$ cat config.mk
export PLATFORM = sky130hd
export DESIGN_NAME = pmh_top
export DESIGN_NICKNAME = d
export VERILOG_FILES = /design/src/rtl/pmh_pkg.sv /design/src/rtl/pmh_apb_master.sv /design/src/rtl/pmh_reentry_guard.sv /design/src/rtl/pmh_top.sv
export VERILOG_INCLUDE_DIRS = /design/src /design/src/rtl
export SDC_FILE = /design/constraint.sdc
export NUM_CORES = 1
export LEC_CHECK = 0
export BUFFER_PORTS_ARGS = -buffer_cell sky130_fd_sc_hd__buf_2
export CORE_MARGIN = 4
export CORE_UTILIZATION = 48
export DETAILED_ROUTE_END_ITERATION = 10
export GPL_TIMING_DRIVEN = 0
export PLACE_DENSITY = 0.78
export SETUP_SLACK_MARGIN = 0.4
export SLEW_MARGIN = 20
export SYNTH_ARGS = -nofsm -noshare
export SYNTH_HDL_FRONTEND = slang
export SYNTH_HIERARCHICAL = 1
export SYNTH_SLANG_ARGS = --single-unit
export TNS_END_PERCENT = 1
$ cat constraint.sdc
create_clock -name pclk -period 2.3 [get_ports pclk]
set_clock_uncertainty 0.05 [all_clocks]
set_input_delay 0.345 -clock pclk [delete_from_list [all_inputs] [get_ports pclk]]
set_output_delay 0.345 -clock pclk [all_outputs]
set_load 0.03 [all_outputs]
$ cat src/rtl/pmh_defs.svh
/*
  power mode host constants.
  assumes inclusion by bare name.
*/
`ifndef PMH_DEFS_SVH
`define PMH_DEFS_SVH

// ==========================================================
// own registers, byte addresses on the software apb
`define PMH_OFF_CTRL        12'h000
`define PMH_OFF_CMD         12'h004
`define PMH_OFF_STATUS      12'h008
`define PMH_OFF_WAKE        12'h00C

// ctrl fields
`define PMH_CTRL_SLEEP      0
`define PMH_CTRL_PDOWN      1
`define PMH_CTRL_FAST       2
`define PMH_CTRL_LXT_KEEP   3
`define PMH_CTRL_LOW_SPEED_RC_OSC_KEEP  4
`define PMH_CTRL_RST        5'h00

// cmd codes in cmd[2:0], clear mask in cmd[15:8]
`define PMH_CMD_READ_CAUSE  3'h1
`define PMH_CMD_CLR_CAUSE   3'h2
`define PMH_CMD_TRIM        3'h3
`define PMH_CMD_SLEEP       3'h4

// status fields
`define PMH_ST_BUSY         0
`define PMH_ST_BLOCKED      1
`define PMH_ST_LOCKED       2
`define PMH_ST_ASLEEP       3
`define PMH_ST_REFUSED      4
`define PMH_ST_LATE         5

// ==========================================================
// device registers, reached through the device port
`define PMH_DEV_BASE        32'h0000_0000
`define PMH_DEV_CAUSE       32'h0000_0004
`define PMH_DEV_TRIM_CTRL   32'h0000_0080
`define PMH_DEV_TRIM_STAT   32'h0000_0088
// target select 10, calc loop 11, retry limit 11
`define PMH_TRIM_VALUE      32'h0000_00F2
`define PMH_TRIM_LOCK_BIT   0
`define PMH_CAUSE_MASK      8'hB7

// ==========================================================
// timing
`define PMH_CLK_PERIOD_NS   100
`define PMH_WAKE_MAX_NS     6000
`define PMH_CTS_TICKS       2
`define PMH_RTC_TICKS       1

`endif

$ cat src/rtl/pmh_pkg.sv
/*
  power mode host types.
  assumes nothing.
*/
package pmh_pkg;

  // ==========================================================
  // sequencer states
  typedef enum logic [6:0] {
    PMH_IDLE  = 7'h01,
    PMH_RDC   = 7'h02,
    PMH_CLR   = 7'h04,
    PMH_TRW   = 7'h08,
    PMH_TRP   = 7'h10,
    PMH_SLP   = 7'h20,
    PMH_DOWN  = 7'h40
  } pmh_state_t;

  // ==========================================================
  // wake source bit positions
  typedef enum int {
    PMH_SRC_RTC  = 0,
    PMH_SRC_WDT  = 1,
    PMH_SRC_I2C  = 2,
    PMH_SRC_TMR  = 3,
    PMH_SRC_UART = 4,
    PMH_SRC_SPI  = 5,
    PMH_SRC_BOD  = 6,
    PMH_SRC_PIN  = 7
  } pmh_src_t;

endpackage

$ cat src/rtl/pmh_apb_master.sv
/*
  apb master to the device, one transfer per request.
  assumes request steady until done.
*/
`timescale 1ns/100ps
`default_nettype none

module pmh_apb_master
  import pmh_pkg::*;
(
  input  wire logic        pclk,
  input  wire logic        presetn,
  input  wire logic        req,
  input  wire logic        wr,
  input  wire logic [31:0] addr,
  input  wire logic [31:0] wdata,
  output logic             done,
  output logic [31:0]      rdata,
  output logic [31:0]      m_paddr,
  output logic             m_psel,
  output logic             m_penable,
  output logic             m_pwrite,
  output logic [31:0]      m_pwdata,
  input  wire logic [31:0] m_prdata,
  input  wire logic        m_pready
);

  // ==========================================================
  // done is combinational so the caller leaves its state on the same edge
  assign done  = m_psel & m_penable & m_pready;
  assign rdata = m_prdata;

  always_ff @(posedge pclk or negedge presetn) begin
    if (!presetn) begin
      m_psel    <= 1'b0;
      m_penable <= 1'b0;
      m_pwrite  <= 1'b0;
      m_paddr   <= 32'h0000_0000;
      m_pwdata  <= 32'h0000_0000;
    end else if (!m_psel) begin
      if (req) begin
        m_psel   <= 1'b1;
        m_pwrite <= wr;
        m_paddr  <= addr;
        m_pwdata <= wdata;
      end
    end else if (!m_penable) begin
      m_penable <= 1'b1;
    end else if (m_pready) begin
      m_psel    <= 1'b0;
      m_penable <= 1'b0;
    end
  end

endmodule

`default_nettype wire

$ cat src/rtl/pmh_reentry_guard.sv
/*
  holds power-down back until each waking source allows it.
  assumes one-cycle pulses on pclk.
*/
`timescale 1ns/100ps
`default_nettype none

`include "pmh_defs.svh"

module pmh_reentry_guard
  import pmh_pkg::*;
(
  input  wire logic       pclk,
  input  wire logic       presetn,
  input  wire logic       arm,
  input  wire logic [7:0] src,
  input  wire logic       uart_cts_wake,
  input  wire logic       rtc_kernel_tick,
  input  wire logic       uart_kernel_tick,
  input  wire logic       spi_slave_clock,
  input  wire logic       timer_flag_cleared,
  input  wire logic       pin_flag_cleared,
  input  wire logic       supply_above_target,
  input  wire logic       brownout_interrupt_enable,
  output logic            blocked,
  output logic [7:0]      pending
);

  // ==========================================================
  logic [7:0] pend_r;
  logic [7:0] pend_nxt;
  logic [7:0] done_w;
  logic [7:0] set_w;
  logic [1:0] cts_cnt_r;
  logic [1:0] rtc_cnt_r;
  logic       cts_r;
  logic       sclk_r;
  logic       sclk_fall;

  assign sclk_fall = sclk_r & ~spi_slave_clock;
  // sources without a wait never become pending
  assign set_w = arm ? (src & ~(8'h01 << PMH_SRC_WDT) & ~(8'h01 << PMH_SRC_I2C)) : 8'h00;

  assign done_w[PMH_SRC_RTC]  = (rtc_cnt_r == 2'(`PMH_RTC_TICKS));
  assign done_w[PMH_SRC_WDT]  = 1'b1;
  assign done_w[PMH_SRC_I2C]  = 1'b1;
  assign done_w[PMH_SRC_TMR]  = timer_flag_cleared;
  assign done_w[PMH_SRC_UART] = ~cts_r | (cts_cnt_r == 2'(`PMH_CTS_TICKS));
  assign done_w[PMH_SRC_SPI]  = sclk_fall;
  assign done_w[PMH_SRC_BOD]  = supply_above_target | ~brownout_interrupt_enable;
  assign done_w[PMH_SRC_PIN]  = pin_flag_cleared;

  // a fresh wake beats a clear seen in the same cycle
  assign pend_nxt = set_w | (pend_r & ~done_w);
  assign blocked  = |pend_r;
  assign pending  = pend_r;

  always_ff @(posedge pclk or negedge presetn) begin
    if (!presetn) begin
      pend_r <= 8'h00;
      sclk_r <= 1'b0;
    end else begin
      pend_r <= pend_nxt;
      sclk_r <= spi_slave_clock;
    end
  end

  always_ff @(posedge pclk or negedge presetn) begin
    if (!presetn) begin
      cts_r     <= 1'b0;
      cts_cnt_r <= 2'h0;
      rtc_cnt_r <= 2'h0;
    end else if (arm) begin
      cts_r     <= uart_cts_wake;
      cts_cnt_r <= 2'h0;
      rtc_cnt_r <= 2'h0;
    end else begin
      if (uart_kernel_tick && cts_cnt_r != 2'(`PMH_CTS_TICKS)) begin
        cts_cnt_r <= cts_cnt_r + 2'h1;
      end
      if (rtc_kernel_tick && rtc_cnt_r != 2'(`PMH_RTC_TICKS)) begin
        rtc_cnt_r <= rtc_cnt_r + 2'h1;
      end
    end
  end

endmodule

`default_nettype wire

$ cat src/rtl/pmh_top.sv
/*
  power mode host: sleep, power-down
  and wfi pins, wake forwarding,
  reset cause and trim via device port.
  assumes apb from software, apb to
  the device, all on pclk.
*/
// Added by the designer: register access over APB and the address map.
// How it works
// - sleep enable plus wfi enters idle
// - power-down needs sleep, pd enable, wfi
// - pin wake: clear pin flag first
// - cts wake: wait two uart clocks
// - rtc wake: wait one rtc clock
// - spi wake: wait for slave clock fall
// - timer wake: clear flag or soft reset; the guard releases on timer_flag_cleared only
// - brownout wake: supply ok or interrupt off
// - pick 1.8V above 12MHz, else 1.6V
// - set trim loop and retry to 11
`timescale 1ns/100ps
`default_nettype none

`include "pmh_defs.svh"

module pmh_top
  import pmh_pkg::*;
(
  input  wire logic        pclk,
  input  wire logic        presetn,
  input  wire logic [11:0] s_paddr,
  input  wire logic        s_psel,
  input  wire logic        s_penable,
  input  wire logic        s_pwrite,
  input  wire logic [31:0] s_pwdata,
  output logic [31:0]      s_prdata,
  output logic             s_pready,
  output logic             s_pslverr,
  output logic [31:0]      m_paddr,
  output logic             m_psel,
  output logic             m_penable,
  output logic             m_pwrite,
  output logic [31:0]      m_pwdata,
  input  wire logic [31:0] m_prdata,
  input  wire logic        m_pready,
  output logic             sleep_enable,
  output logic             power_down_enable,
  output logic             wait_for_interrupt,
  output logic             ldo_high_select,
  output logic             low_speed_crystal_keep,
  output logic             low_speed_rc_osc_keep,
  output logic [7:0]       wake_request,
  input  wire logic        cpu_clock_running,
  input  wire logic [7:0]  wake_event,
  input  wire logic        uart_cts_wake,
  input  wire logic        rtc_kernel_tick,
  input  wire logic        uart_kernel_tick,
  input  wire logic        spi_slave_clock,
  input  wire logic        timer_flag_cleared,
  input  wire logic        pin_flag_cleared,
  input  wire logic        supply_above_target,
  input  wire logic        brownout_interrupt_enable
);

  localparam int WAKE_CYC = `PMH_WAKE_MAX_NS / `PMH_CLK_PERIOD_NS;

  // ==========================================================
  // state
  pmh_state_t  state_r;
  pmh_state_t  state_nxt;
  logic [4:0]  ctrl_r;
  logic [7:0]  mask_r;
  logic [7:0]  cause_r;
  logic [7:0]  wake_seen_r;
  logic        locked_r;
  logic        refused_r;
  logic        late_r;
  logic        pd_entry_r;
  logic        wfi_r;
  logic [6:0]  lat_cnt_r;
  logic        lat_run_r;
  logic        ready_r;
  logic [31:0] rdata_r;
  logic        slverr_r;

  // ==========================================================
  // software apb decode
  wire         setup_w   = s_psel & ~s_penable;
  wire         access_w  = s_psel & s_penable & ready_r;
  wire         wr_w      = access_w & s_pwrite;
  wire         hit_ctrl  = (s_paddr == `PMH_OFF_CTRL);
  wire         hit_cmd   = (s_paddr == `PMH_OFF_CMD);
  wire         hit_stat  = (s_paddr == `PMH_OFF_STATUS);
  wire         hit_wake  = (s_paddr == `PMH_OFF_WAKE);
  wire         mapped_w  = hit_ctrl | hit_cmd | hit_stat | hit_wake;
  wire         cmd_wr    = wr_w & hit_cmd;
  wire [2:0]   cmd_code  = s_pwdata[2:0];
  wire         idle_w    = (state_r == PMH_IDLE);
  wire         guard_blk;
  wire [7:0]   guard_pend;
  // a power-down request is held back while any waking source still forbids it
  wire         pd_req_w  = ctrl_r[`PMH_CTRL_SLEEP] & ctrl_r[`PMH_CTRL_PDOWN];
  wire         sleep_ok  = ctrl_r[`PMH_CTRL_SLEEP] & ~(pd_req_w & guard_blk);
  wire         cmd_take  = cmd_wr & idle_w & (cmd_code != `PMH_CMD_SLEEP | sleep_ok);
  wire         cmd_bad   = cmd_wr & ~cmd_take;

  wire [31:0]  status_w  = {16'h0000, cause_r, 2'b00,
                            late_r, refused_r, (state_r == PMH_DOWN),
                            locked_r, guard_blk, ~idle_w};
  wire [31:0]  rd_mux    = hit_ctrl ? {27'h0, ctrl_r} :
                           hit_stat ? status_w :
                           hit_wake ? {16'h0000, guard_pend, wake_seen_r} :
                           32'h0000_0000;

  // ==========================================================
  // device port request
  wire         m_done;
  wire [31:0]  m_rdata;
  wire         m_req   = (state_r == PMH_RDC) | (state_r == PMH_CLR) |
                         (state_r == PMH_TRW) | (state_r == PMH_TRP);
  wire         m_wr    = (state_r == PMH_CLR) | (state_r == PMH_TRW);
  wire [31:0]  m_addr  = (state_r == PMH_TRW) ? `PMH_DEV_BASE + `PMH_DEV_TRIM_CTRL :
                         (state_r == PMH_TRP) ? `PMH_DEV_BASE + `PMH_DEV_TRIM_STAT :
                         `PMH_DEV_BASE + `PMH_DEV_CAUSE;
  wire [31:0]  m_wdat  = (state_r == PMH_TRW) ? `PMH_TRIM_VALUE :
                         {24'h00_0000, mask_r};
  wire         lock_w  = m_rdata[`PMH_TRIM_LOCK_BIT];

  pmh_apb_master u_master (
    .pclk      (pclk),
    .presetn   (presetn),
    .req       (m_req),
    .wr        (m_wr),
    .addr      (m_addr),
    .wdata     (m_wdat),
    .done      (m_done),
    .rdata     (m_rdata),
    .m_paddr   (m_paddr),
    .m_psel    (m_psel),
    .m_penable (m_penable),
    .m_pwrite  (m_pwrite),
    .m_pwdata  (m_pwdata),
    .m_prdata  (m_prdata),
    .m_pready  (m_pready)
  );

  // ==========================================================
  // re-entry guard, armed as the core clock returns after power-down
  wire         wake_back = (state_r == PMH_DOWN) & cpu_clock_running;
  wire         arm_w     = wake_back & pd_entry_r;

  pmh_reentry_guard u_guard (
    .pclk                      (pclk),
    .presetn                   (presetn),
    .arm                       (arm_w),
    .src                       (wake_seen_r | wake_event),
    .uart_cts_wake             (uart_cts_wake),
    .rtc_kernel_tick           (rtc_kernel_tick),
    .uart_kernel_tick          (uart_kernel_tick),
    .spi_slave_clock           (spi_slave_clock),
    .timer_flag_cleared        (timer_flag_cleared),
    .pin_flag_cleared          (pin_flag_cleared),
    .supply_above_target       (supply_above_target),
    .brownout_interrupt_enable (brownout_interrupt_enable),
    .blocked                   (guard_blk),
    .pending                   (guard_pend)
  );

  // ==========================================================
  // sequencer
  always_comb begin
    state_nxt = state_r;
    unique case (state_r)
      PMH_IDLE: begin
        if (cmd_take) begin
          unique case (cmd_code)
            `PMH_CMD_READ_CAUSE: state_nxt = PMH_RDC;
            `PMH_CMD_CLR_CAUSE:  state_nxt = PMH_CLR;
            `PMH_CMD_TRIM:       state_nxt = PMH_TRW;
            `PMH_CMD_SLEEP:      state_nxt = PMH_SLP;
            default:             state_nxt = PMH_IDLE;
          endcase
        end
      end
      PMH_RDC: if (m_done) state_nxt = PMH_IDLE;
      PMH_CLR: if (m_done) state_nxt = PMH_RDC;
      PMH_TRW: if (m_done) state_nxt = PMH_TRP;
      PMH_TRP: if (m_done && lock_w) state_nxt = PMH_IDLE;
      // core clock must stop before the host counts the core as asleep
      PMH_SLP: if (!cpu_clock_running) state_nxt = PMH_DOWN;
      PMH_DOWN: if (cpu_clock_running) state_nxt = PMH_IDLE;
      default: state_nxt = PMH_IDLE;
    endcase
  end

  always_ff @(posedge pclk or negedge presetn) begin
    if (!presetn) begin
      state_r <= PMH_IDLE;
    end else begin
      state_r <= state_nxt;
    end
  end

  // ==========================================================
  // software registers
  always_ff @(posedge pclk or negedge presetn) begin
    if (!presetn) begin
      ctrl_r    <= `PMH_CTRL_RST;
      mask_r    <= 8'h00;
      refused_r <= 1'b0;
    end else begin
      if (wr_w && hit_ctrl) begin
        ctrl_r <= s_pwdata[4:0];
      end
      if (cmd_take && cmd_code == `PMH_CMD_CLR_CAUSE) begin
        mask_r <= s_pwdata[15:8] & `PMH_CAUSE_MASK;
      end
      // refusal is sticky; a status write of one clears it unless a new one lands
      if (cmd_bad) begin
        refused_r <= 1'b1;
      end else if (wr_w && hit_stat && s_pwdata[`PMH_ST_REFUSED]) begin
        refused_r <= 1'b0;
      end
    end
  end

  always_ff @(posedge pclk or negedge presetn) begin
    if (!presetn) begin
      cause_r  <= 8'h00;
      locked_r <= 1'b0;
    end else begin
      if (state_r == PMH_RDC && m_done) begin
        cause_r <= m_rdata[7:0] & `PMH_CAUSE_MASK;
      end
      if (state_r == PMH_TRW) begin
        locked_r <= 1'b0;
      end else if (state_r == PMH_TRP && m_done) begin
        locked_r <= lock_w;
      end
    end
  end

  // ==========================================================
  // pins toward the power manager
  always_ff @(posedge pclk or negedge presetn) begin
    if (!presetn) begin
      sleep_enable           <= 1'b0;
      power_down_enable      <= 1'b0;
      wfi_r                  <= 1'b0;
      ldo_high_select        <= 1'b0;
      low_speed_crystal_keep <= 1'b0;
      low_speed_rc_osc_keep  <= 1'b0;
      wake_request           <= 8'h00;
      pd_entry_r             <= 1'b0;
    end else begin
      sleep_enable      <= ctrl_r[`PMH_CTRL_SLEEP];
      power_down_enable <= pd_req_w & ~guard_blk;
      wfi_r             <= cmd_take && cmd_code == `PMH_CMD_SLEEP;
      ldo_high_select   <= ctrl_r[`PMH_CTRL_FAST];
      // settings hold through power-down; rtc and watchdog depend on them
      if (idle_w) begin
        low_speed_crystal_keep <= ctrl_r[`PMH_CTRL_LXT_KEEP];
        low_speed_rc_osc_keep  <= ctrl_r[`PMH_CTRL_LOW_SPEED_RC_OSC_KEEP];
      end
      wake_request <= wake_event;
      if (cmd_take && cmd_code == `PMH_CMD_SLEEP) begin
        pd_entry_r <= pd_req_w;
      end
    end
  end

  assign wait_for_interrupt = wfi_r;

  // ==========================================================
  // wake sources and wake latency while asleep
  always_ff @(posedge pclk or negedge presetn) begin
    if (!presetn) begin
      wake_seen_r <= 8'h00;
      lat_cnt_r   <= 7'h00;
      lat_run_r   <= 1'b0;
      late_r      <= 1'b0;
    end else begin
      if (state_r == PMH_SLP) begin
        wake_seen_r <= 8'h00;
        lat_cnt_r   <= 7'h00;
        lat_run_r   <= 1'b0;
      end else if (state_r == PMH_DOWN && !cpu_clock_running) begin
        wake_seen_r <= wake_seen_r | wake_event;
        if (lat_run_r || |wake_event) begin
          lat_run_r <= 1'b1;
          if (lat_cnt_r != 7'h7F) begin
            lat_cnt_r <= lat_cnt_r + 7'h01;
          end
        end
      end
      // flag a core clock that returns from power-down later than the wake budget
      if (wake_back && pd_entry_r && lat_cnt_r > 7'(WAKE_CYC)) begin
        late_r <= 1'b1;
      end else if (wr_w && hit_stat && s_pwdata[`PMH_ST_LATE]) begin
        late_r <= 1'b0;
      end
    end
  end

  // ==========================================================
  // software apb answer: no wait state, error on unmapped offsets
  always_ff @(posedge pclk or negedge presetn) begin
    if (!presetn) begin
      ready_r  <= 1'b0;
      rdata_r  <= 32'h0000_0000;
      slverr_r <= 1'b0;
    end else begin
      ready_r  <= setup_w;
      rdata_r  <= setup_w ? rd_mux : 32'h0000_0000;
      slverr_r <= setup_w & ~mapped_w;
    end
  end

  assign s_pready  = ready_r;
  assign s_prdata  = rdata_r;
  assign s_pslverr = slverr_r;

endmodule

`default_nettype wire

==> results.py <==
metrics = {
    "timing": {
        "relSlewSlack_pct": 56.3,
        "period_share_pct": 107,
        "holdWs_ns": 0.0203,
        "fmax_mhz": 407,
        "worst_slack_ns": -0.157,
        "timing.final.crit_period_ns": 2.46,
        "final-setup-viol-count": 83,
        "hold_violations": 0,
        "tightest_slew_ns": 0.649,
        "maxSlewViolCount": 0,
        "rsz0062_at_grt": "yes",
    },
    "routing": {
        "met2_length_mm": 8.94,
        "top_layer": "met5",
        "via_count": 5001,
        "drt-total-wl_mm": 17.3,
        "ant_nets": 0,
        "via_per_inst": 5.13,
        "drt_first_pass_iters": 5,
        "wl_met3_mm": 1.10,
        "wl_per_cell_um": 17.7,
        "drc_errors": 0,
        "met1Wirelength_mm": 6.88,
        "drt_iter0_drc": 333,
    },
    "clock_tree": {
        "cts_buffer_depth": 2,
        "clockRootBuffer": "clkbuf_16",
        "clock_insertion_delay_worst_skew_ns": 0.43,
        "cts_buffers": 17,
        "cts_sinks": 155,
        "clk_pin_slew_ns": 0.06,
        "h-tree-depth": 4,
        "tritoncts": "done",
    },
    "floorplan": {
        "fp.coreArea_um2": 14000,
        "ioPinCount": 214,
        "std_cell_rows": 43,
        "die_y_um": 128,
        "die_x_um": 128,
        "die-area_um2": 16300,
        "start_util_pct": 49.3,
    },
    "grt": {
        "grt-ovfl-total": 0,
        "grt_use_total_pct": 20.9,
        "grt_max_degree": 105,
        "grt_pass1_wl_mm": 26.5,
        "grt_pass1_vias": 5132,
        "antenna_found_initial": 3,
    },
    "worst_hold_path": {
        "hold_path.class": "in2reg",
        "worstHoldEndpoint": "wake_request[2]",
        "worstHoldStart": "wake_event[2]",
        "hold_depth": 1,
    },
    "worst_setup_path": {
        "rr_endpoint": "u_guard/rtc_cnt_r[0]",
        "cpPeakStageDelay_ns": 0.54,
        "r2r_slack_ns": -0.16,
        "cp.arrival_ns": 2.72,
        "regToRegStartpoint": "state_r[3]",
        "reg2reg_depth": 9,
        "worstPathCellList": "buf_6 > or4_4 > or2_4 > nor3b_4 > nand3_2 > inv_4 > buf_8 > nor2_1 > mux2_4",
        "cp_slowest_cell": "or4_4",
        "critPathLaunch": "state_r[3]",
        "critPathKind": "reg2reg",
        "start_kind": "register",
        "worstPathRequired_ns": 2.57,
        "cp_top_family": "simple AND/OR/NAND/NOR gates",
        "crit_buf_inv": 3,
        "cp_max_fo": 8,
        "cp-end-kind": "register",
    },
    "synth": {
        "syn_area_um2": 6890,
        "ys_warn_count": 6,
        "avgSynthCellArea_um2": 13.2,
        "synthCells": 523,
    },
    "pwr": {
        "peakVddDrop_v": 0.000515,
        "power.total_uw": 8200,
        "p_leak_uw": 0.00473,
        "power.density_nw_per_um2": 893,
    },
    "place": {
        "gp_congestion": 0.875,
        "dp_hpwl_mm": 11.6,
        "portBuffers": 144,
        "place_area_um2": 8170,
        "pre_cts_ws_ns": -0.476,
    },
    "status": {
        "violations": "negative setup slack",
        "status": "finished, violations left",
    },
    "cells_and_area": {
        "drive_above_1_share_pct": 45.5,
        "fin_area_um2": 9180,
        "synthToLayoutAreaGrowth_pct": 33.3,
        "nets": 883,
    },
    "job": {
        "maxCapViolCount": 0,
    },
}
==> worst max-delay path by stage <==
stage / endpoint / slack, ns / depth (start not counted)
5_1_grt: u_guard/cts_cnt_r[1] / -0.23 / 8
4_1_cts: u_master/m_paddr[24] / -0.17 / 10
3_3_place_gp: s_prdata[7] / -1.27 / 1
2_1_floorplan: u_master/m_paddr[0] / 0.008 / 9
3_5_place_dp: u_master/m_paddr[2] / -0.48 / 8
6_report: u_guard/rtc_cnt_r[0] / -0.16 / 9
==> timing repair <==
action                     CTS  global route
gates resized for setup     42            15
hold endpoints to repair    51             0
pin swaps                   22            11
gates cloned                 2             1
hold buffers                 2             0
setup endpoints to repair  135           137
buffers inserted            12             6
==> cell type report <==
type	count	area, um2
diodes	1	2.50
plain buffers	44	414
clock buffers	21	450
clock inverters	11	168
fillers	1012	4800
inverters	14	55.1
multi-input cells	380	3020
flip-flops and latches	155	3880
well taps	180	225
repair buffers	168	965
==> per-layer routing <==
layer / vias up / global-route usage (%)
met1: 2529 / 25.9
met5: - / 0
met4: 4 / 7.87
met3: 29 / 5.21
met2: 181 / 35.3
li1: 2258 / -
==> flip-flops by register name, indices dropped and copies added, names as in the netlist, 6 cells and up <==
signal and cells:
u_master/m_paddr 32, u_master/m_pwdata 32, s_prdata 16, wake_request 8
wake_seen_r 8, lat_cnt_r 7, state_r 7, cause_r 6
mask_r 6, u_guard/pending 6
==> placed cells by master (no fill, tap or decap), types with 3 or more instances in the layout <==
cell       instances
dfrtp_1          154
buf_2            144
conb_1            72
mux2_4            54
nor2_1            47
buf_4             42
mux2_2            29
clkbuf_16         17
nand2_1           15
a21oi_1           13
inv_1             12
mux2i_1           12
or2_2             10
clkbuf_1           8
nand3_1            8
nor2b_1            7
a31oi_1            7
buf_12             7
buf_6              6
nand2b_1           6
mux2_1             6
o21ai_1            6
and2_1             5
or4_1              4
ha_1               4
bufinv_16          4
nor4b_4            3
or4_4              3
o21ai_0            3
a211oi_1           3
nor3_1             3
nand3_2            3
nand2_2            3
o2bb2ai_1          3
o31ai_1            3
clkinv_2           3
==> where the power goes <==
| group | internal, uW | switching [uW] | total, uW |
|---|---|---|---|
| logic | 789 | 1170 | 1960 |
| clock network | 1840 | 1100 | 2940 |
| registers | 3080 | 217 | 3300 |
| total | 5710 | 2490 | 8200 |
==> metrics by stage <==
step	util, %	instances	setup TNS [ns]
after floorplan	-	593	0
after global placement	58.1	917	-208.67
after detailed placement	58.4	918	-19.39
after CTS	64.8	966	-10.44
after global routing	65.7	974	-11.45
final	65.7	974	-4.56
Power figures use the tool's default switching activity.
